==> config.mk <==
export PLATFORM = sky130hd
export DESIGN_NAME = lpddr_power_up_init
export DESIGN_NICKNAME = d
export VERILOG_FILES = /design/src/hdl/lpddr_init_pkg.sv /design/src/hdl/mr_store.sv /design/src/hdl/lpddr_power_up_init.sv
export VERILOG_INCLUDE_DIRS = /design/src /design/src/hdl
export SDC_FILE = /design/constraint.sdc
export NUM_CORES = 1
export LEC_CHECK = 0
export ABC_CLOCK_PERIOD_IN_PS = 7800
export BUFFER_PORTS_ARGS = -buffer_cell sky130_fd_sc_hd__buf_2
export CAP_MARGIN = 20
export CORE_MARGIN = 10
export CORE_UTILIZATION = 62
export CTS_CLUSTER_DIAMETER = 150
export DETAILED_ROUTE_END_ITERATION = 8
export MAX_ROUTING_LAYER = met4
export PLACE_DENSITY = 0.92
export SLEW_MARGIN = 10
export SYNTH_ARGS = -nofsm -noshare
export SYNTH_HDL_FRONTEND = slang
export SYNTH_SLANG_ARGS = --single-unit
export TNS_END_PERCENT = 5
==> constraint.sdc <==
create_clock -name i_clk -period 7.8 [get_ports i_clk]
set_input_delay 0.39 -clock i_clk [delete_from_list [all_inputs] [get_ports i_clk]]
set_output_delay 0.39 -clock i_clk [all_outputs]
set_load 0.02 [all_outputs]
==> src/hdl/lpddr_init_cfg.svh <==
// Timing counts, mode register addresses and reset values
`ifndef LPDDR_INIT_CFG_SVH
`define LPDDR_INIT_CFG_SVH

`define CLK_PERIOD_NS 20

// Least times round up, longest times round down
`define T_INIT3_NS 200000
`define T_INIT3_CYC ((`T_INIT3_NS + `CLK_PERIOD_NS - 1) / `CLK_PERIOD_NS)
`define T_INIT4_NS 1000
`define T_INIT4_CYC ((`T_INIT4_NS + `CLK_PERIOD_NS - 1) / `CLK_PERIOD_NS)
`define T_INIT5_NS 10000
`define T_INIT5_CYC (`T_INIT5_NS / `CLK_PERIOD_NS)
`define T_ZQINIT_NS 1000
`define T_ZQINIT_CYC ((`T_ZQINIT_NS + `CLK_PERIOD_NS - 1) / `CLK_PERIOD_NS)

// Internal auto-init duration, must stay within the longest time
`define AUTO_INIT_DEF_CYC 400

`define MA_DEV_INFO 8'h00
`define MA_IMP_CAL 8'h0A
`define MA_RESET 8'h3F
`define OP_ZQ_INIT 8'hFF

`define MR0_DAI_BIT 0
`define MR0_RZQ_BIT 3
`define DAI_RST 1'b1
`define MR_STORE_DEPTH 16

`endif

==> src/hdl/lpddr_init_pkg.sv <==
// Types for the power-up sequencing block
package lpddr_init_pkg;

    typedef enum logic [7:0] {
        ST_OFF       = 8'h01,
        ST_NOP       = 8'h02,
        ST_WAIT_RST  = 8'h04,
        ST_RST_WAIT  = 8'h08,
        ST_AUTO_INIT = 8'h10,
        ST_IDLE      = 8'h20,
        ST_ZQ        = 8'h40,
        ST_SPARE     = 8'h80
    } init_state_t;

endpackage

==> src/hdl/mr_store.sv <==
// Small mode register memory with registered read data
`timescale 1ns/100ps
module mr_store #(
    parameter int AW = 4,
    parameter int DW = 8
) (
    // Clock and reset
    input wire logic i_clk,
    input wire logic i_srst,
    // Write side
    input wire logic i_we,
    input wire logic [AW-1:0] i_waddr,
    input wire logic [DW-1:0] i_wdata,
    // Read side
    input wire logic [AW-1:0] i_raddr,
    output logic [DW-1:0] o_rdata
);
    logic [DW-1:0] mem [2**AW];

    if (AW < 1 || DW < 1) begin : g_bad_size
        $error("AW and DW must be positive");
    end

    always_ff @(posedge i_clk) begin
        if (i_srst) begin
            for (int k = 0; k < 2**AW; k++) begin
                mem[k] <= '0;
            end
        end else if (i_we) begin
            mem[i_waddr] <= i_wdata;
        end
    end

    always_ff @(posedge i_clk) begin
        if (i_srst) begin
            o_rdata <= '0;
        end else begin
            o_rdata <= mem[i_raddr];
        end
    end
endmodule

==> src/hdl/lpddr_power_up_init.sv <==
// Device-side power-up, reset and calibration sequencing with data beats
//
// Function
// - Outputs are guaranteed high impedance while clock enable is low.
// - Controller tolerates relaxed boot AC timing before configuration.
// - After reset wait only mode reads and power-down are accepted.
// - Device clears auto-init bit on completion, readable in register zero.
// - Auto-init completes within 10 us of the reset command.
// - Initial calibration may update the resistor connected flag.
// - Device is ready 1 us after initial calibration command.
// - After initialization device is idle and accepts any valid command.
// - One 4n-bit core word leaves as four n-bit beats, two per clock.
// - In idle every bank is precharged.
// - Mode registers are reached only by mode read and mode write.
`timescale 1ns/100ps
`include "lpddr_init_cfg.svh"
module lpddr_power_up_init #(
    parameter int N = 16,
    parameter int NOP_CYC = `T_INIT3_CYC,
    parameter int AUTO_INIT_CYC = `AUTO_INIT_DEF_CYC
) (
    // Clock and reset
    input wire logic i_clk,
    input wire logic i_srst,
    // Pins from outside
    input wire logic i_supply_ok,
    input wire logic i_cke,
    input wire logic i_zq_pin_connected,
    // Decoded commands
    input wire logic i_cmd_mrw,
    input wire logic i_cmd_mrr,
    input wire logic i_cmd_pre_all,
    input wire logic i_cmd_other,
    input wire logic [7:0] i_ma,
    input wire logic [7:0] i_op,
    // Core data
    input wire logic i_core_valid,
    input wire logic [4*N-1:0] i_core_word,
    output logic o_core_ready,
    // Data pins
    output logic [N-1:0] o_dq_rise,
    output logic [N-1:0] o_dq_fall,
    output logic o_dq_oe_n,
    // Status
    output logic [7:0] o_state,
    output logic o_auto_init_status,
    output logic o_cal_resistor_connected_flag,
    output logic o_ready,
    output logic o_banks_precharged,
    output logic o_cmd_reject,
    output logic o_mrr_valid,
    output logic [7:0] o_mrr_data
);
    localparam int CW = 14;
    localparam int T4 = `T_INIT4_CYC;
    localparam int T5 = `T_INIT5_CYC;
    localparam int ZQC = `T_ZQINIT_CYC;
    localparam logic [CW-1:0] NOP_LAST = CW'(NOP_CYC - 1);
    localparam logic [CW-1:0] T4_LAST = CW'(T4 - 1);
    localparam logic [CW-1:0] AI_LAST = CW'(AUTO_INIT_CYC - 1);
    localparam logic [CW-1:0] ZQ_LAST = CW'(ZQC - 1);

    // Counter width and auto-init window bound what can be served
    if (NOP_CYC < 1 || NOP_CYC >= 2**CW) begin : g_bad_nop
        $error("NOP_CYC out of range");
    end
    if (AUTO_INIT_CYC <= T4 || AUTO_INIT_CYC > T5) begin : g_bad_ai
        $error("AUTO_INIT_CYC out of range");
    end
    if (N < 1) begin : g_bad_n
        $error("N must be positive");
    end

    lpddr_init_pkg::init_state_t state;
    logic [CW-1:0] cnt;
    logic sup_m, sup_s, cke_m, cke_s, zq_m, zq_s;
    logic auto_init_status_bit, cal_resistor_connected_flag;
    logic second;
    logic [2*N-1:0] hold;
    logic mrr_p1, mr0_sel;
    logic [7:0] mr0_val;
    logic [7:0] mem_rdata;

    // Pin inputs cross in through two flops
    always_ff @(posedge i_clk) begin
        if (i_srst) begin
            sup_m <= 1'b0;
            sup_s <= 1'b0;
            cke_m <= 1'b0;
            cke_s <= 1'b0;
            zq_m <= 1'b0;
            zq_s <= 1'b0;
        end else begin
            sup_m <= i_supply_ok;
            sup_s <= sup_m;
            cke_m <= i_cke;
            cke_s <= cke_m;
            zq_m <= i_zq_pin_connected;
            zq_s <= zq_m;
        end
    end

    // Command acceptance per sequence state
    logic in_idle, rst_cmd, zq_cmd, mrr_ok, mrw_ok, oth_ok, any_cmd;
    logic take;
    always_comb begin
        in_idle = (state == lpddr_init_pkg::ST_IDLE);
        rst_cmd = i_cmd_mrw && i_ma == `MA_RESET && cke_s
                  && state != lpddr_init_pkg::ST_OFF;
        zq_cmd = i_cmd_mrw && in_idle && i_ma == `MA_IMP_CAL
                 && i_op == `OP_ZQ_INIT;
        mrr_ok = i_cmd_mrr && (in_idle
                 || state == lpddr_init_pkg::ST_AUTO_INIT);
        mrw_ok = i_cmd_mrw && in_idle && !rst_cmd;
        oth_ok = (i_cmd_other && in_idle) || (i_cmd_pre_all
                 && (in_idle || state == lpddr_init_pkg::ST_WAIT_RST));
        any_cmd = i_cmd_mrw || i_cmd_mrr || i_cmd_pre_all || i_cmd_other;
        take = i_core_valid && o_core_ready && cke_s && in_idle;
    end

    // Sequence state and interval counter
    always_ff @(posedge i_clk) begin
        if (i_srst || !sup_s) begin
            state <= lpddr_init_pkg::ST_OFF;
            cnt <= '0;
        end else if (rst_cmd) begin
            state <= lpddr_init_pkg::ST_RST_WAIT;
            cnt <= '0;
        end else begin
            case (state)
                lpddr_init_pkg::ST_OFF: begin
                    cnt <= '0;
                    if (cke_s) begin
                        state <= lpddr_init_pkg::ST_NOP;
                    end
                end
                lpddr_init_pkg::ST_NOP: begin
                    cnt <= cnt + 1'b1;
                    if (!cke_s) begin
                        state <= lpddr_init_pkg::ST_OFF;
                    end else if (cnt == NOP_LAST) begin
                        state <= lpddr_init_pkg::ST_WAIT_RST;
                    end
                end
                lpddr_init_pkg::ST_RST_WAIT: begin
                    cnt <= cnt + 1'b1;
                    if (cnt == T4_LAST) begin
                        state <= lpddr_init_pkg::ST_AUTO_INIT;
                    end
                end
                lpddr_init_pkg::ST_AUTO_INIT: begin
                    cnt <= cnt + 1'b1;
                    if (cnt == AI_LAST) begin
                        state <= lpddr_init_pkg::ST_IDLE;
                    end
                end
                lpddr_init_pkg::ST_IDLE: begin
                    cnt <= '0;
                    if (zq_cmd) begin
                        state <= lpddr_init_pkg::ST_ZQ;
                    end
                end
                lpddr_init_pkg::ST_ZQ: begin
                    cnt <= cnt + 1'b1;
                    if (cnt == ZQ_LAST) begin
                        state <= lpddr_init_pkg::ST_IDLE;
                    end
                end
                default: begin
                    cnt <= cnt;
                end
            endcase
        end
    end

    // Auto-init status and calibration resistor flag
    always_ff @(posedge i_clk) begin
        if (i_srst || !sup_s || rst_cmd) begin
            auto_init_status_bit <= `DAI_RST;
        end else if (state == lpddr_init_pkg::ST_AUTO_INIT
                     && cnt == AI_LAST) begin
            auto_init_status_bit <= 1'b0;
        end
    end

    always_ff @(posedge i_clk) begin
        if (i_srst || !sup_s) begin
            cal_resistor_connected_flag <= 1'b0;
        end else if (zq_cmd) begin
            cal_resistor_connected_flag <= zq_s;
        end
    end

    // Status outputs lag state by one flop
    always_ff @(posedge i_clk) begin
        if (i_srst) begin
            o_state <= lpddr_init_pkg::ST_OFF;
            o_ready <= 1'b0;
            o_banks_precharged <= 1'b0;
            o_auto_init_status <= `DAI_RST;
            o_cal_resistor_connected_flag <= 1'b0;
            o_cmd_reject <= 1'b0;
        end else begin
            o_state <= state;
            o_ready <= in_idle;
            o_banks_precharged <= in_idle;
            o_auto_init_status <= auto_init_status_bit;
            o_cal_resistor_connected_flag <= cal_resistor_connected_flag;
            o_cmd_reject <= any_cmd && !rst_cmd
                            && !(mrr_ok || mrw_ok || oth_ok);
        end
    end

    // Register zero is built from live status; 1 to 15 sit in memory, higher ones read zero
    mr_store #(.AW(4), .DW(8)) u_mr_store (
        .i_clk(i_clk),
        .i_srst(i_srst),
        .i_we(mrw_ok && i_ma < 8'(`MR_STORE_DEPTH)
              && i_ma != `MA_DEV_INFO),
        .i_waddr(i_ma[3:0]),
        .i_wdata(i_op),
        .i_raddr(i_ma[3:0]),
        .o_rdata(mem_rdata)
    );

    always_ff @(posedge i_clk) begin
        if (i_srst) begin
            mrr_p1 <= 1'b0;
            mr0_sel <= 1'b0;
            mr0_val <= 8'h00;
            o_mrr_valid <= 1'b0;
            o_mrr_data <= 8'h00;
        end else begin
            mrr_p1 <= mrr_ok;
            mr0_sel <= (i_ma == `MA_DEV_INFO) || i_ma >= 8'(`MR_STORE_DEPTH);
            mr0_val <= 8'h00;
            if (i_ma == `MA_DEV_INFO) begin
                mr0_val[`MR0_DAI_BIT] <= auto_init_status_bit;
                mr0_val[`MR0_RZQ_BIT] <= cal_resistor_connected_flag;
            end
            o_mrr_valid <= mrr_p1;
            o_mrr_data <= mrr_p1 ? (mr0_sel ? mr0_val : mem_rdata) : 8'h00;
        end
    end

    // Word to four beats over two clocks; pins idle unless enable is high
    always_ff @(posedge i_clk) begin
        if (i_srst) begin
            o_core_ready <= 1'b0;
            second <= 1'b0;
            hold <= '0;
            o_dq_rise <= '0;
            o_dq_fall <= '0;
            o_dq_oe_n <= 1'b1;
        end else begin
            o_core_ready <= !take;
            second <= take;
            if (take) begin
                o_dq_rise <= i_core_word[N-1:0];
                o_dq_fall <= i_core_word[2*N-1:N];
                hold <= i_core_word[4*N-1:2*N];
            end else if (second) begin
                o_dq_rise <= hold[N-1:0];
                o_dq_fall <= hold[2*N-1:N];
            end
            o_dq_oe_n <= !cke_s || !(take || second);
        end
    end

    // Checks
    property p_hiz_cke_low;
        @(posedge i_clk) disable iff (i_srst)
        !cke_s |=> o_dq_oe_n;
    endproperty
    a_hiz_cke_low: assert property (p_hiz_cke_low)
        else $error("data pins driven while enable low");

    property p_dai_bound;
        @(posedge i_clk) disable iff (i_srst || !sup_s)
        rst_cmd |=> auto_init_status_bit ##[1:T5] !auto_init_status_bit;
    endproperty
    a_dai_bound: assert property (p_dai_bound)
        else $error("auto-init not done in time");

    property p_dai_idle;
        @(posedge i_clk) disable iff (i_srst)
        $fell(auto_init_status_bit) |-> state == lpddr_init_pkg::ST_IDLE ##1 o_ready;
    endproperty
    a_dai_idle: assert property (p_dai_idle)
        else $error("auto-init clear without idle");

    property p_mr0_read;
        @(posedge i_clk) disable iff (i_srst)
        mrr_ok && i_ma == `MA_DEV_INFO |-> ##2 o_mrr_valid
            && o_mrr_data[`MR0_DAI_BIT] == $past(auto_init_status_bit, 2);
    endproperty
    a_mr0_read: assert property (p_mr0_read)
        else $error("status readback wrong");

    property p_zq_ready;
        @(posedge i_clk) disable iff (i_srst || !sup_s)
        zq_cmd && !rst_cmd |=> ##1 !o_ready [*2] ##[1:ZQC] o_ready;
    endproperty
    a_zq_ready: assert property (p_zq_ready)
        else $error("ready timing after calibration wrong");

    property p_idle_precharged;
        @(posedge i_clk) disable iff (i_srst)
        o_ready |-> o_banks_precharged && !o_auto_init_status;
    endproperty
    a_idle_precharged: assert property (p_idle_precharged)
        else $error("idle without banks precharged");

    property p_reject_after_te;
        @(posedge i_clk) disable iff (i_srst)
        state == lpddr_init_pkg::ST_AUTO_INIT && i_cmd_other
            && !rst_cmd |=> o_cmd_reject;
    endproperty
    a_reject_after_te: assert property (p_reject_after_te)
        else $error("command accepted during auto-init");

    property p_beats;
        @(posedge i_clk) disable iff (i_srst)
        take |=> o_dq_rise == $past(i_core_word[N-1:0])
            && !o_dq_oe_n ##1 o_dq_fall == $past(i_core_word[4*N-1:3*N], 2);
    endproperty
    a_beats: assert property (p_beats)
        else $error("beat order wrong");

    property p_restart;
        @(posedge i_clk) disable iff (i_srst || !sup_s)
        rst_cmd |=> state == lpddr_init_pkg::ST_RST_WAIT && cnt == '0;
    endproperty
    a_restart: assert property (p_restart)
        else $error("reset did not restart sequence");
endmodule

==> flow_results.xml, run 1 <==
<?xml version="1.0" encoding="UTF-8"?>
<metrics>
  <group name="timing">
    <metric name="max_freq" unit="GHz">0.319</metric>
    <metric name="worst_pin_slew" unit="ps">1150</metric>
    <metric name="timing_max_transition_violations_final" unit="">0</metric>
    <metric name="finalCritPeriodShare" unit="%">40.2</metric>
    <metric name="finalSetupViolations" unit="">0</metric>
    <metric name="grt_setup_unrepaired" unit="">no</metric>
    <metric name="timing.final.crit_period" unit="ps">3140</metric>
    <metric name="final_critical_path_setup_slack" unit="ps">4660</metric>
    <metric name="fin_tns_setup" unit="ps">0</metric>
    <metric name="slew-limit-headroom" unit="%">22.3</metric>
    <metric name="final-hold-violation-count" unit="">0</metric>
    <metric name="fin_worst_hold_slack" unit="ps">105</metric>
    <metric name="fin_skew" unit="ps">8.06</metric>
  </group>
  <group name="final_layout">
    <metric name="drive_above_1_share" unit="%">24.9</metric>
    <metric name="final-instance-count-excl-fill" unit="">1288</metric>
    <metric name="synthToLayoutAreaGrowth" unit="%">16.0</metric>
    <metric name="num-fill-cells" unit="">1072</metric>
    <metric name="layout.core_utilization" unit="%">73.6</metric>
    <metric name="nets" unit="">1134</metric>
    <metric name="final_design_area_no_fill" unit="mm²">0.0128</metric>
  </group>
  <group name="critical_path">
    <metric name="arrival" unit="ps">3280</metric>
    <metric name="setup.worst_path.class" unit="">flop to flop</metric>
    <metric name="slowest_delay" unit="ps">1070</metric>
    <metric name="cp.required" unit="ps">7940</metric>
    <metric name="critical-path-slowest-cell" unit="">sky130_fd_sc_hd__o21ai_0</metric>
    <metric name="cp-start-kind" unit="">flop</metric>
    <metric name="path_max_fanout" unit="">11</metric>
    <metric name="worstPathCellList" unit="">or4_4, nor3_4, nand4_1, o21ai_0</metric>
    <metric name="setup.reg_to_reg.worst_slack" unit="ps">4660</metric>
    <metric name="crit_path_end_kind" unit="">flop</metric>
  </group>
  <group name="place">
    <metric name="place_hpwl" unit="µm">18000</metric>
    <metric name="placed_cells" unit="">1234</metric>
    <metric name="buffer_ports.inserted" unit="">144</metric>
    <metric name="routabilityCongestion" unit="">0.960</metric>
    <metric name="post_dp_area" unit="mm²">0.0118</metric>
    <metric name="place_worst_setup_slack" unit="ps">4540</metric>
  </group>
  <group name="floorplanning">
    <metric name="design.die.area" unit="mm²">0.0235</metric>
    <metric name="placementRows" unit="">48</metric>
    <metric name="start_util" unit="%">63.4</metric>
    <metric name="io-pin-count" unit="">146</metric>
    <metric name="die_width" unit="µm">153</metric>
    <metric name="floorplan.core_area" unit="mm²">0.0174</metric>
    <metric name="dieHeight" unit="µm">153</metric>
  </group>
  <group name="clock_network">
    <metric name="cts-resized-gates" unit="">0</metric>
    <metric name="cts_hold_repair.buffers" unit="">0</metric>
    <metric name="cts_root_buffer" unit="">sky130_fd_sc_hd__clkbuf_16</metric>
    <metric name="clk-insertion-delay-late" unit="ps">520</metric>
    <metric name="clkSlewWorstSetupHoldPaths" unit="ps">60</metric>
    <metric name="cts_max_path_buffers" unit="">3</metric>
    <metric name="tritoncts" unit="">built</metric>
    <metric name="cts_setup_buffers" unit="">0</metric>
    <metric name="cts_made_buffers" unit="">26</metric>
    <metric name="clock_sink_total" unit="">256</metric>
    <metric name="ctsHtreeMaxLevel" unit="">1</metric>
  </group>
  <group name="yosys">
    <metric name="number_of_enable_flip_flop_cells_after_synthesis" unit="">128</metric>
    <metric name="synth-main-ff-cell" unit="">sky130_fd_sc_hd__edfxtp_1</metric>
    <metric name="syn_area" unit="mm²">0.0110</metric>
    <metric name="synth_async_sr_flop_share" unit="%">0</metric>
    <metric name="syn_avg_cell_area" unit="µm²">12.0</metric>
    <metric name="synth-seq-cells" unit="">256</metric>
    <metric name="synth.largest_area_cell" unit="">sky130_fd_sc_hd__edfxtp_1</metric>
    <metric name="post-synth-top-area-fraction" unit="%">34.9</metric>
    <metric name="cell_types_with_the_highest_counts_after_synthesis" unit="">sky130_fd_sc_hd__and2_1 (138), sky130_fd_sc_hd__dfxtp_1 (128), sky130_fd_sc_hd__edfxtp_1 (128), sky130_fd_sc_hd__nand2_1 (83), sky130_fd_sc_hd__nor2_1 (67)</metric>
    <metric name="yosys.cell_types.count" unit="">59</metric>
    <metric name="total_number_of_yosys_warnings" unit="">0</metric>
    <metric name="synth_most_common_cell" unit="">sky130_fd_sc_hd__and2_1</metric>
    <metric name="synthesized_instance_count" unit="">917</metric>
    <metric name="synthTopCellsByArea" unit="">sky130_fd_sc_hd__edfxtp_1 (35%), sky130_fd_sc_hd__dfxtp_1 (23%), sky130_fd_sc_hd__mux4_2 (8.2%)</metric>
    <metric name="seq_area_frac_synth" unit="%">58.2</metric>
  </group>
  <group name="pwr">
    <metric name="power.combinational.fraction" unit="%">4.3</metric>
    <metric name="leakagePower" unit="nW">4.88</metric>
    <metric name="power_density" unit="mW/mm²">231</metric>
    <metric name="overall_power_after_layout" unit="mW">2.96</metric>
    <metric name="power_switching" unit="µW">599</metric>
    <metric name="power_switching_share" unit="%">20.3</metric>
    <metric name="power_frac_clock" unit="%">46.8</metric>
    <metric name="power_report.internal_total" unit="mW">2.36</metric>
    <metric name="irDropWorstVdd" unit="mV">0.167</metric>
    <metric name="relative_contribution_of_sequential_cells_to_total_power" unit="%">48.9</metric>
  </group>
  <group name="global_route">
    <metric name="global_route.usage.total" unit="%">22.9</metric>
    <metric name="number_of_global_route_vias_before_repair" unit="">7711</metric>
    <metric name="grt_remaining_overflow" unit="">0</metric>
    <metric name="antenna_found_initial" unit="">1</metric>
    <metric name="largest_net_degree_at_the_start_of_global_routing" unit="">98</metric>
    <metric name="first_pass_grt_wire_length" unit="µm">42400</metric>
  </group>
  <group name="routing">
    <metric name="detailed_route_vias_per_instance" unit="">5.97</metric>
    <metric name="post_drt_antenna_nets" unit="">0</metric>
    <metric name="drt-pass1-iter-count" unit="">5</metric>
    <metric name="route.final.wire_length" unit="µm">27000</metric>
    <metric name="dr.first_iter.drc_count" unit="">786</metric>
    <metric name="routed-via-count" unit="">7693</metric>
    <metric name="drc" unit="">0</metric>
    <metric name="post_drt_wl_per_cell" unit="µm">21.0</metric>
  </group>
  <group name="job">
    <metric name="drv.max_cap_violation_count" unit="">0</metric>
  </group>
  <group name="min_path">
    <metric name="hold_path_class" unit="">input pin to flop</metric>
  </group>
  <group name="status">
    <metric name="status" unit="">complete, no violations</metric>
  </group>
</metrics>
-- critical path: cells and delay by family, from the launching register on --
family | cells | cell delay, ps
compound gates | 1 | 1070
simple gates | 3 | 1270
flops | 1 | 410
-- kinds of logic after synthesis --
family | count (synthesis) | share of synthesized area (%)
XOR/XNOR | 14 | 1.11
AO/OA/AOI/OAI | 107 | 6.28
adder cells (fa/ha/maj) | 2 | 0.227
other | 1 | 0.0341
buffers and inverters | 76 | 3.26
AND/OR/NAND/NOR | 383 | 19.3
multiplexers | 78 | 11.6
flip-flops | 256 | 58.2
-- cells in the final DEF (no fill, tap or decap), drive strengths merged, types with 9 or more instances in the layout --
master | Yosys | routed
a211oi | 33 | 33
a21oi | 36 | 36
and2 | 138 | 138
buf | 22 | 153
clkbuf | 44 | 30
conb | 1 | 9
dfxtp | 128 | 128
edfxtp | 128 | 128
inv | 10 | 12
mux2i | 38 | 38
mux4 | 40 | 40
nand2 | 83 | 83
nand4 | 15 | 15
nor2 | 68 | 68
nor2b | 14 | 14
nor3 | 11 | 11
o21ai | 14 | 14
or2 | 11 | 11
xnor2 | 12 | 12
-- final timing paths --
kind | depth (start not counted) | endpoint | startpoint
worst max register to register | 4 | u_mr_store.mem[7][5] | state[2]
worst min register to register | 1 | o_mrr_data[2] | u_mr_store.o_rdata[2]
worst max-delay path | 4 | u_mr_store.mem[7][5] | state[2]
worst min-delay path | 3 | hold[22] | i_core_word[54]
-- routing by layer --
layer,vias to the layer above,wire length (µm),GRT usage [%]
met3,74,2330,4.38
li1,3544,-,-
met5,-,0,-
met1,3696,9940,26.9
met4,0,860,7.90
met2,379,13900,38.7
-- flip-flops by register name, indices dropped and copies added, names as in the netlist, 2 cells and up --
signal              flops
cnt                    14
hold                   32
mr0_val                 2
o_dq_fall              16
o_dq_rise              16
o_mrr_data              8
o_state                 7
state                   7
u_mr_store.mem        128
u_mr_store.o_rdata      8
-- cell type report --
type | count | area [µm²] | share of cell area [%]
inverters | 10 | 37.5 | 0.294
diodes | 1 | 2.50 | 0.0196
repair buffers | 155 | 793 | 6.21
flip-flops and latches | 256 | 6410 | 50.2
clock inverters | 20 | 283 | 2.21
well taps | 225 | 282 | 2.20
multi-input cells | 593 | 4280 | 33.5
clock buffers | 28 | 689 | 5.40
-- power by group through the flow --
| stage | combinational [mW] | clock, mW | sequential [mW] |
|---|---|---|---|
| 6_report | 0.128 | 1.38 | 1.44 |
| 4_1_cts | 0.126 | 1.40 | 1.44 |
| 3_3_place_gp | 0.123 | 0 | 1.47 |
| 5_1_grt | 0.136 | 1.46 | 1.44 |
| 2_1_floorplan | 0.0742 | 0 | 1.47 |
| 3_5_place_dp | 0.125 | 0 | 1.47 |
Power figures use the tool's default switching activity.
==> run 2: changes to the inputs <==
--- a/config.mk
+++ b/config.mk
@@ -6,15 +6,15 @@
 export SDC_FILE = /design/constraint.sdc
 export NUM_CORES = 1
 export LEC_CHECK = 0
-export ABC_CLOCK_PERIOD_IN_PS = 7800
+export ABC_CLOCK_PERIOD_IN_PS = 2700
 export BUFFER_PORTS_ARGS = -buffer_cell sky130_fd_sc_hd__buf_2
 export CAP_MARGIN = 20
 export CORE_MARGIN = 10
-export CORE_UTILIZATION = 62
+export CORE_UTILIZATION = 52
 export CTS_CLUSTER_DIAMETER = 150
 export DETAILED_ROUTE_END_ITERATION = 8
 export MAX_ROUTING_LAYER = met4
-export PLACE_DENSITY = 0.92
+export PLACE_DENSITY = 0.83
 export SLEW_MARGIN = 10
 export SYNTH_ARGS = -nofsm -noshare
 export SYNTH_HDL_FRONTEND = slang
==> constraint.sdc (replaced) <==
create_clock -name i_clk -period 2.7 [get_ports i_clk]
set_input_delay 0.135 -clock i_clk [delete_from_list [all_inputs] [get_ports i_clk]]
set_output_delay 0.135 -clock i_clk [all_outputs]
set_load 0.02 [all_outputs]
==> run 2 against run 1 <==
  * Worst setup slack got worse by 4600 ps
  * Sequential share of layout area decreased by 2.9 points
  * Critical path type unchanged
  * Largest power group unchanged
  * First-iteration DRC count decreased by 0.25%
  * Total power increased to 2.7 times the previous value
==> flow_results.xml, run 2 (synthesized netlist as in run 1, its figures left out) <==
<?xml version="1.0" encoding="UTF-8"?>
<metrics>
  <group name="critical_path">
    <metric name="cp-start-kind" unit="">flop</metric>
    <metric name="arrival" unit="ps">2810</metric>
    <metric name="setup.worst_path.class" unit="">flop to flop</metric>
    <metric name="cp_capture_point" unit="">u_mr_store.mem[12][1]</metric>
    <metric name="crit_path_end_kind" unit="">flop</metric>
    <metric name="path_max_fanout" unit="">8</metric>
    <metric name="rr_endpoint" unit="">u_mr_store.mem[12][1]</metric>
    <metric name="critical_path.reg2reg.startpoint" unit="">state[3]</metric>
    <metric name="setup.reg_to_reg.worst_slack" unit="ps">100</metric>
    <metric name="setup.worst_path.start" unit="">state[3]</metric>
    <metric name="r2r_cells" unit="">6</metric>
    <metric name="critical-path-slowest-cell" unit="">sky130_fd_sc_hd__or4_4</metric>
    <metric name="worstPathCellList" unit="">or4_4, nor3_4, nand3_1, nor4_4, buf_4, or2_2</metric>
    <metric name="cp.required" unit="ps">2910</metric>
    <metric name="slowest_delay" unit="ps">580</metric>
  </group>
  <group name="global_route">
    <metric name="number_of_global_route_vias_before_repair" unit="">8130</metric>
    <metric name="global_route.usage.total" unit="%">21.2</metric>
    <metric name="gr-usage-met1" unit="%">25.1</metric>
    <metric name="antenna_found_initial" unit="">3</metric>
    <metric name="grt_remaining_overflow" unit="">0</metric>
    <metric name="largest_net_degree_at_the_start_of_global_routing" unit="">98</metric>
    <metric name="grt-busiest-layer" unit="">met2</metric>
    <metric name="fraction_of_met2_tracks_used_by_global_routing" unit="%">35.2</metric>
    <metric name="grt_util_met3" unit="%">3.92</metric>
    <metric name="first_pass_grt_wire_length" unit="µm">44700</metric>
  </group>
  <group name="floorplanning">
    <metric name="floorplan.core_area" unit="mm²">0.0210</metric>
    <metric name="dieHeight" unit="µm">166</metric>
    <metric name="start_util" unit="%">52.5</metric>
    <metric name="die_width" unit="µm">166</metric>
    <metric name="design.die.area" unit="mm²">0.0274</metric>
    <metric name="io-pin-count" unit="">146</metric>
    <metric name="placementRows" unit="">53</metric>
  </group>
  <group name="clock_network">
    <metric name="cts_made_buffers" unit="">26</metric>
    <metric name="ctsHtreeMaxLevel" unit="">1</metric>
    <metric name="cts_root_buffer" unit="">sky130_fd_sc_hd__clkbuf_16</metric>
    <metric name="cts_max_path_buffers" unit="">3</metric>
    <metric name="clk-insertion-delay-late" unit="ps">540</metric>
    <metric name="tritoncts" unit="">built</metric>
    <metric name="clkSlewWorstSetupHoldPaths" unit="ps">60</metric>
    <metric name="clock_sink_total" unit="">256</metric>
  </group>
  <group name="timing">
    <metric name="finalCritPeriodShare" unit="%">96.3</metric>
    <metric name="grt_setup_unrepaired" unit="">no</metric>
    <metric name="max_freq" unit="GHz">0.385</metric>
    <metric name="final-hold-violation-count" unit="">0</metric>
    <metric name="slew-limit-headroom" unit="%">31.4</metric>
    <metric name="finalSetupViolations" unit="">0</metric>
    <metric name="timing_max_transition_violations_final" unit="">0</metric>
    <metric name="fin_skew" unit="ps">30.2</metric>
    <metric name="fin_tns_setup" unit="ps">0</metric>
    <metric name="worst_pin_slew" unit="ps">1030</metric>
    <metric name="timing.final.crit_period" unit="ps">2600</metric>
  </group>
  <group name="routing">
    <metric name="drt-pass1-iter-count" unit="">5</metric>
    <metric name="post_drt_wl_per_cell" unit="µm">20.2</metric>
    <metric name="route.final.wire_length" unit="µm">28900</metric>
    <metric name="detailed_route_vias_per_instance" unit="">5.58</metric>
    <metric name="drc" unit="">0</metric>
    <metric name="routed-via-count" unit="">8003</metric>
    <metric name="post_drt_antenna_nets" unit="">0</metric>
    <metric name="dr.first_iter.drc_count" unit="">784</metric>
  </group>
  <group name="place">
    <metric name="routabilityCongestion" unit="">0.913</metric>
    <metric name="buffer_ports.inserted" unit="">144</metric>
    <metric name="place_hpwl" unit="µm">18400</metric>
  </group>
  <group name="final_layout">
    <metric name="layout.core_utilization" unit="%">64.7</metric>
    <metric name="most-common-layout-cells" unit="">sky130_fd_sc_hd__buf_2 (143), sky130_fd_sc_hd__and2_1 (138), sky130_fd_sc_hd__edfxtp_1 (128)</metric>
    <metric name="nets" unit="">1232</metric>
    <metric name="leading_cell_type_in_the_layout_fill_and_taps_excluded" unit="">sky130_fd_sc_hd__buf_2</metric>
    <metric name="drive_above_1_share" unit="%">24.5</metric>
    <metric name="layout_top_registers" unit="">u_mr_store.mem x128, hold x32</metric>
    <metric name="registers.top_by_ff_count" unit="">u_mr_store.mem</metric>
    <metric name="synthToLayoutAreaGrowth" unit="%">23.1</metric>
    <metric name="largest_reg_flops" unit="">128</metric>
  </group>
  <group name="status">
    <metric name="status" unit="">complete, no violations</metric>
  </group>
  <group name="pwr">
    <metric name="leakagePower" unit="nW">5.23</metric>
    <metric name="irDropWorstVdd" unit="mV">0.483</metric>
    <metric name="power_density" unit="mW/mm²">583</metric>
  </group>
  <group name="min_path">
    <metric name="hold_path_class" unit="">input pin to flop</metric>
  </group>
  <group name="job">
    <metric name="drv.max_cap_violation_count" unit="">0</metric>
  </group>
</metrics>
-- run 2: cell count changes in the layout (fill, tap and decap cells not counted), moves of 7 or more --
cell / change
sky130_fd_sc_hd__buf_4: +33
sky130_fd_sc_hd__bufinv_16: -7
sky130_fd_sc_hd__dlygate4sd3_1: +69
sky130_fd_sc_hd__clkbuf_1: +7
-- run 2: layout make-up --
type                    instances  area [µm²]
flip-flops and latches        256        6410
clock inverters                10        56.3
repair buffers                253        1730
multi-input cells             593        4280
inverters                      10        37.5
diodes                          3        7.51
clock buffers                  34         702
well taps                     275         344
fillers                      1473        7400
-- run 2: critical path: cells and delay by family, from the launching register on --
family,cells,cell delay (ps)
and+or+nand+nor,5,1800
DFF,1,310
buffers and inverters,1,180
-- run 2: layer usage --
layer,vias to the layer above,wire length [µm]
met3,81,2160
met2,366,14600
met1,3829,11000
met5,-,0
li1,3727,-
met4,0,1160
-- run 2: power by group --
group          internal, mW  switching [mW]  total (mW)
clock                  1.82            1.44        3.26
combinational         0.230           0.239       0.469
sequential             4.14          0.0262        4.17
total                  6.19            1.71        7.90
-- run 2: how the worst min path moves through the flow --
stage | cells after the start | endpoint | slack (ps) | from
3_5_place_dp | 2 | zq_m | 350 | i_zq_pin_connected
5_1_grt | 3 | mrr_p1 | 50 | i_cmd_mrr
2_1_floorplan | 1 | cke_m | 260 | i_cke
3_3_place_gp | 2 | zq_m | 350 | i_zq_pin_connected
4_1_cts | 4 | state[0] | 20 | i_ma[6]
6_report | 4 | state[0] | 50 | i_ma[6]
-- run 2: what timing repair did --
action                     CTS  global route
setup endpoints to repair    0             8
gates resized for setup      0             0
hold buffers                69             0
buffers inserted             0             2
hold endpoints to repair    68             0
-- run 2: per-stage QoR --
| stage | cell area [µm²] | cells | worst slack [ps] | power, mW | hold slack, ps |
|---|---|---|---|---|---|
| floorplan | 11000 | 925 | 176 | 4.45 | 263 |
| global placement | 12100 | 1316 | 292 | 4.62 | 353 |
| detailed placement | 12100 | 1316 | 135 | 4.63 | 354 |
| CTS | 13500 | 1429 | 106 | 7.92 | 23.2 |
| global route | 13600 | 1434 | 26.0 | 8.15 | 54.3 |
| finish | 13600 | 1434 | 99.7 | 7.90 | 53.5 |
==> run 3: changes to the inputs <==
--- a/config.mk
+++ b/config.mk
@@ -6,15 +6,15 @@
 export SDC_FILE = /design/constraint.sdc
 export NUM_CORES = 1
 export LEC_CHECK = 0
-export ABC_CLOCK_PERIOD_IN_PS = 2700
+export ABC_CLOCK_PERIOD_IN_PS = 3150
 export BUFFER_PORTS_ARGS = -buffer_cell sky130_fd_sc_hd__buf_2
 export CAP_MARGIN = 20
 export CORE_MARGIN = 10
-export CORE_UTILIZATION = 52
+export CORE_UTILIZATION = 62
 export CTS_CLUSTER_DIAMETER = 150
 export DETAILED_ROUTE_END_ITERATION = 8
 export MAX_ROUTING_LAYER = met4
-export PLACE_DENSITY = 0.83
+export PLACE_DENSITY = 0.92
 export SLEW_MARGIN = 10
 export SYNTH_ARGS = -nofsm -noshare
 export SYNTH_HDL_FRONTEND = slang
==> constraint.sdc (replaced) <==
create_clock -name i_clk -period 3.15 [get_ports i_clk]
set_input_delay 0.1575 -clock i_clk [delete_from_list [all_inputs] [get_ports i_clk]]
set_output_delay 0.1575 -clock i_clk [all_outputs]
set_load 0.02 [all_outputs]
==> run 3 against run 2 <==
  * Worst setup slack worse by 36 ps
  * Utilization is 13 points higher
  * Sequential power is 14% lower
  * Register-to-register slack worse by 40 ps
  * Combinational power is 10% lower
  * Wire length is 18% higher
  * Critical path depth is 2 lower
  * First-iteration DRC count is 39% higher
  * Flip-flop and latch count stayed put
  * Fmax is 16% lower
==> flow_results.xml, run 3 (synthesized netlist as in run 1, its figures left out) <==
<?xml version="1.0" encoding="UTF-8"?>
<metrics>
  <group name="critical_path">
    <metric name="path_max_fanout" unit="">97</metric>
    <metric name="setup.reg_to_reg.worst_slack" unit="ps">60</metric>
    <metric name="setup.worst_path.class" unit="">flop to flop</metric>
    <metric name="cp-start-kind" unit="">flop</metric>
    <metric name="setup.worst_path.start" unit="">state[5]</metric>
    <metric name="cp.required" unit="ps">3510</metric>
    <metric name="crit_path_end_kind" unit="">flop</metric>
    <metric name="cp_capture_point" unit="">o_dq_fall[12]</metric>
    <metric name="r2r_cells" unit="">4</metric>
    <metric name="critical_path.reg2reg.startpoint" unit="">state[5]</metric>
    <metric name="arrival" unit="ps">3450</metric>
    <metric name="rr_endpoint" unit="">o_dq_fall[12]</metric>
  </group>
  <group name="global_route">
    <metric name="first_pass_grt_wire_length" unit="µm">51500</metric>
    <metric name="antenna_found_initial" unit="">9</metric>
    <metric name="grt_remaining_overflow" unit="">0</metric>
    <metric name="global_route.usage.total" unit="%">28.7</metric>
    <metric name="number_of_global_route_vias_before_repair" unit="">8713</metric>
    <metric name="largest_net_degree_at_the_start_of_global_routing" unit="">98</metric>
  </group>
  <group name="timing">
    <metric name="finalCritPeriodShare" unit="%">98.0</metric>
    <metric name="timing.final.crit_period" unit="ps">3090</metric>
    <metric name="final-hold-violation-count" unit="">0</metric>
    <metric name="fin_skew" unit="ps">19.4</metric>
    <metric name="timing_max_transition_violations_final" unit="">0</metric>
    <metric name="slew-limit-headroom" unit="%">23.2</metric>
    <metric name="finalSetupViolations" unit="">0</metric>
    <metric name="fin_tns_setup" unit="ps">0</metric>
    <metric name="fin_worst_hold_slack" unit="ps">92.7</metric>
    <metric name="worst_pin_slew" unit="ps">1150</metric>
    <metric name="grt_setup_unrepaired" unit="">no</metric>
    <metric name="max_freq" unit="GHz">0.324</metric>
  </group>
  <group name="final_layout">
    <metric name="layout_top_registers" unit="">u_mr_store.mem x128, hold x32</metric>
    <metric name="largest_reg_flops" unit="">128</metric>
    <metric name="drive_above_1_share" unit="%">24.3</metric>
    <metric name="most-common-layout-cells" unit="">sky130_fd_sc_hd__buf_2 (143), sky130_fd_sc_hd__and2_1 (138), sky130_fd_sc_hd__edfxtp_1 (128)</metric>
    <metric name="nets" unit="">1214</metric>
    <metric name="layout.core_utilization" unit="%">78.0</metric>
    <metric name="synthToLayoutAreaGrowth" unit="%">23.0</metric>
    <metric name="registers.top_by_ff_count" unit="">u_mr_store.mem</metric>
    <metric name="leading_cell_type_in_the_layout_fill_and_taps_excluded" unit="">sky130_fd_sc_hd__buf_2</metric>
  </group>
  <group name="pwr">
    <metric name="power_density" unit="mW/mm²">547</metric>
    <metric name="leakagePower" unit="nW">5.22</metric>
    <metric name="irDropWorstVdd" unit="mV">0.432</metric>
  </group>
  <group name="place">
    <metric name="routabilityCongestion" unit="">0.935</metric>
    <metric name="place_hpwl" unit="µm">18800</metric>
    <metric name="buffer_ports.inserted" unit="">144</metric>
  </group>
  <group name="routing">
    <metric name="detailroute.wirelength.met3" unit="µm">3470</metric>
    <metric name="routed-via-count" unit="">8626</metric>
    <metric name="route.met2.wl" unit="µm">16800</metric>
    <metric name="drt-pass1-iter-count" unit="">6</metric>
    <metric name="drc" unit="">0</metric>
    <metric name="drt-met1-wl" unit="µm">11300</metric>
    <metric name="post_drt_wl_per_cell" unit="µm">24.8</metric>
    <metric name="detailed_route_vias_per_instance" unit="">6.27</metric>
    <metric name="highest-signal-layer" unit="">met4</metric>
    <metric name="post_drt_antenna_nets" unit="">0</metric>
    <metric name="route.final.wire_length" unit="µm">34100</metric>
    <metric name="dr.first_iter.drc_count" unit="">1090</metric>
  </group>
  <group name="floorplanning">
    <metric name="design.die.area" unit="mm²">0.0235</metric>
    <metric name="floorplan.core_area" unit="mm²">0.0174</metric>
    <metric name="die_width" unit="µm">153</metric>
    <metric name="start_util" unit="%">63.4</metric>
    <metric name="io-pin-count" unit="">146</metric>
    <metric name="placementRows" unit="">48</metric>
    <metric name="dieHeight" unit="µm">153</metric>
  </group>
  <group name="clock_network">
    <metric name="tritoncts" unit="">built</metric>
    <metric name="cts_root_buffer" unit="">sky130_fd_sc_hd__clkbuf_16</metric>
    <metric name="ctsHtreeMaxLevel" unit="">1</metric>
    <metric name="clk-insertion-delay-late" unit="ps">560</metric>
    <metric name="clkSlewWorstSetupHoldPaths" unit="ps">70</metric>
    <metric name="cts_max_path_buffers" unit="">3</metric>
    <metric name="cts-resized-gates" unit="">0</metric>
    <metric name="clock_sink_total" unit="">256</metric>
    <metric name="cts_made_buffers" unit="">26</metric>
  </group>
  <group name="min_path">
    <metric name="hold_path_class" unit="">input pin to flop</metric>
  </group>
  <group name="job">
    <metric name="drv.max_cap_violation_count" unit="">0</metric>
  </group>
  <group name="status">
    <metric name="status" unit="">complete, no violations</metric>
  </group>
</metrics>
-- run 3: per-stage QoR --
stage                     cells  power (mW)  instance area, µm²  setup slack, ps
after detailed placement   1250        3.97               11900              397
final                      1376        7.41               13500             63.4
after global routing       1376        7.55               13500             94.6
after floorplan             925        3.82               11000              626
after CTS                  1367        7.30               13500              371
after global placement     1250        3.95               11900              580
-- run 3: routing by layer --
metal  global-route usage, %  vias to the layer above
met1                    30.9                     4073
li1                        -                     3699
met4                    18.9                        0
met3                    6.51                      181
met2                    46.9                      673
met5                       -                        -
-- run 3: power by group --
group	total (mW)	internal [mW]	switching, mW
combinational	0.421	0.195	0.226
sequential	3.58	3.55	0.0263
clock	3.41	2.04	1.38
-- run 3: what timing repair did --
item                                   in CTS  in global routing
setup buffers                               0                  0
endpoints found under the hold margin      68                  0
hold buffers                               69                  0
-- run 3: worst min-delay path by stage --
stage	end	startpoint	slack, ps	depth (start not counted)
finish	mrr_p1	i_cmd_mrr	90	3
detailed placement	sup_m	i_supply_ok	390	2
CTS	mrr_p1	i_cmd_mrr	100	3
global route	mrr_p1	i_cmd_mrr	90	3
floorplan	cke_m	i_cke	290	1
global placement	sup_m	i_supply_ok	370	2
-- run 3: area by class of cell --
type	instances	area, µm²
antenna	9	22.5
inverter	10	37.5
clock buffer	39	816
fill	889	3810
tap	225	282
multi-input combinational	593	4280
timing repair buffer	235	1580
clock inverter	9	123
sequential	256	6410
-- run 3: critical path, cell delays in order (launching register included) --
cell and delay [ps]:
sky130_fd_sc_hd__dfxtp_1 510, sky130_fd_sc_hd__or3b_2 540, sky130_fd_sc_hd__or3_2 490, sky130_fd_sc_hd__buf_4 410, sky130_fd_sc_hd__a211oi_1 900
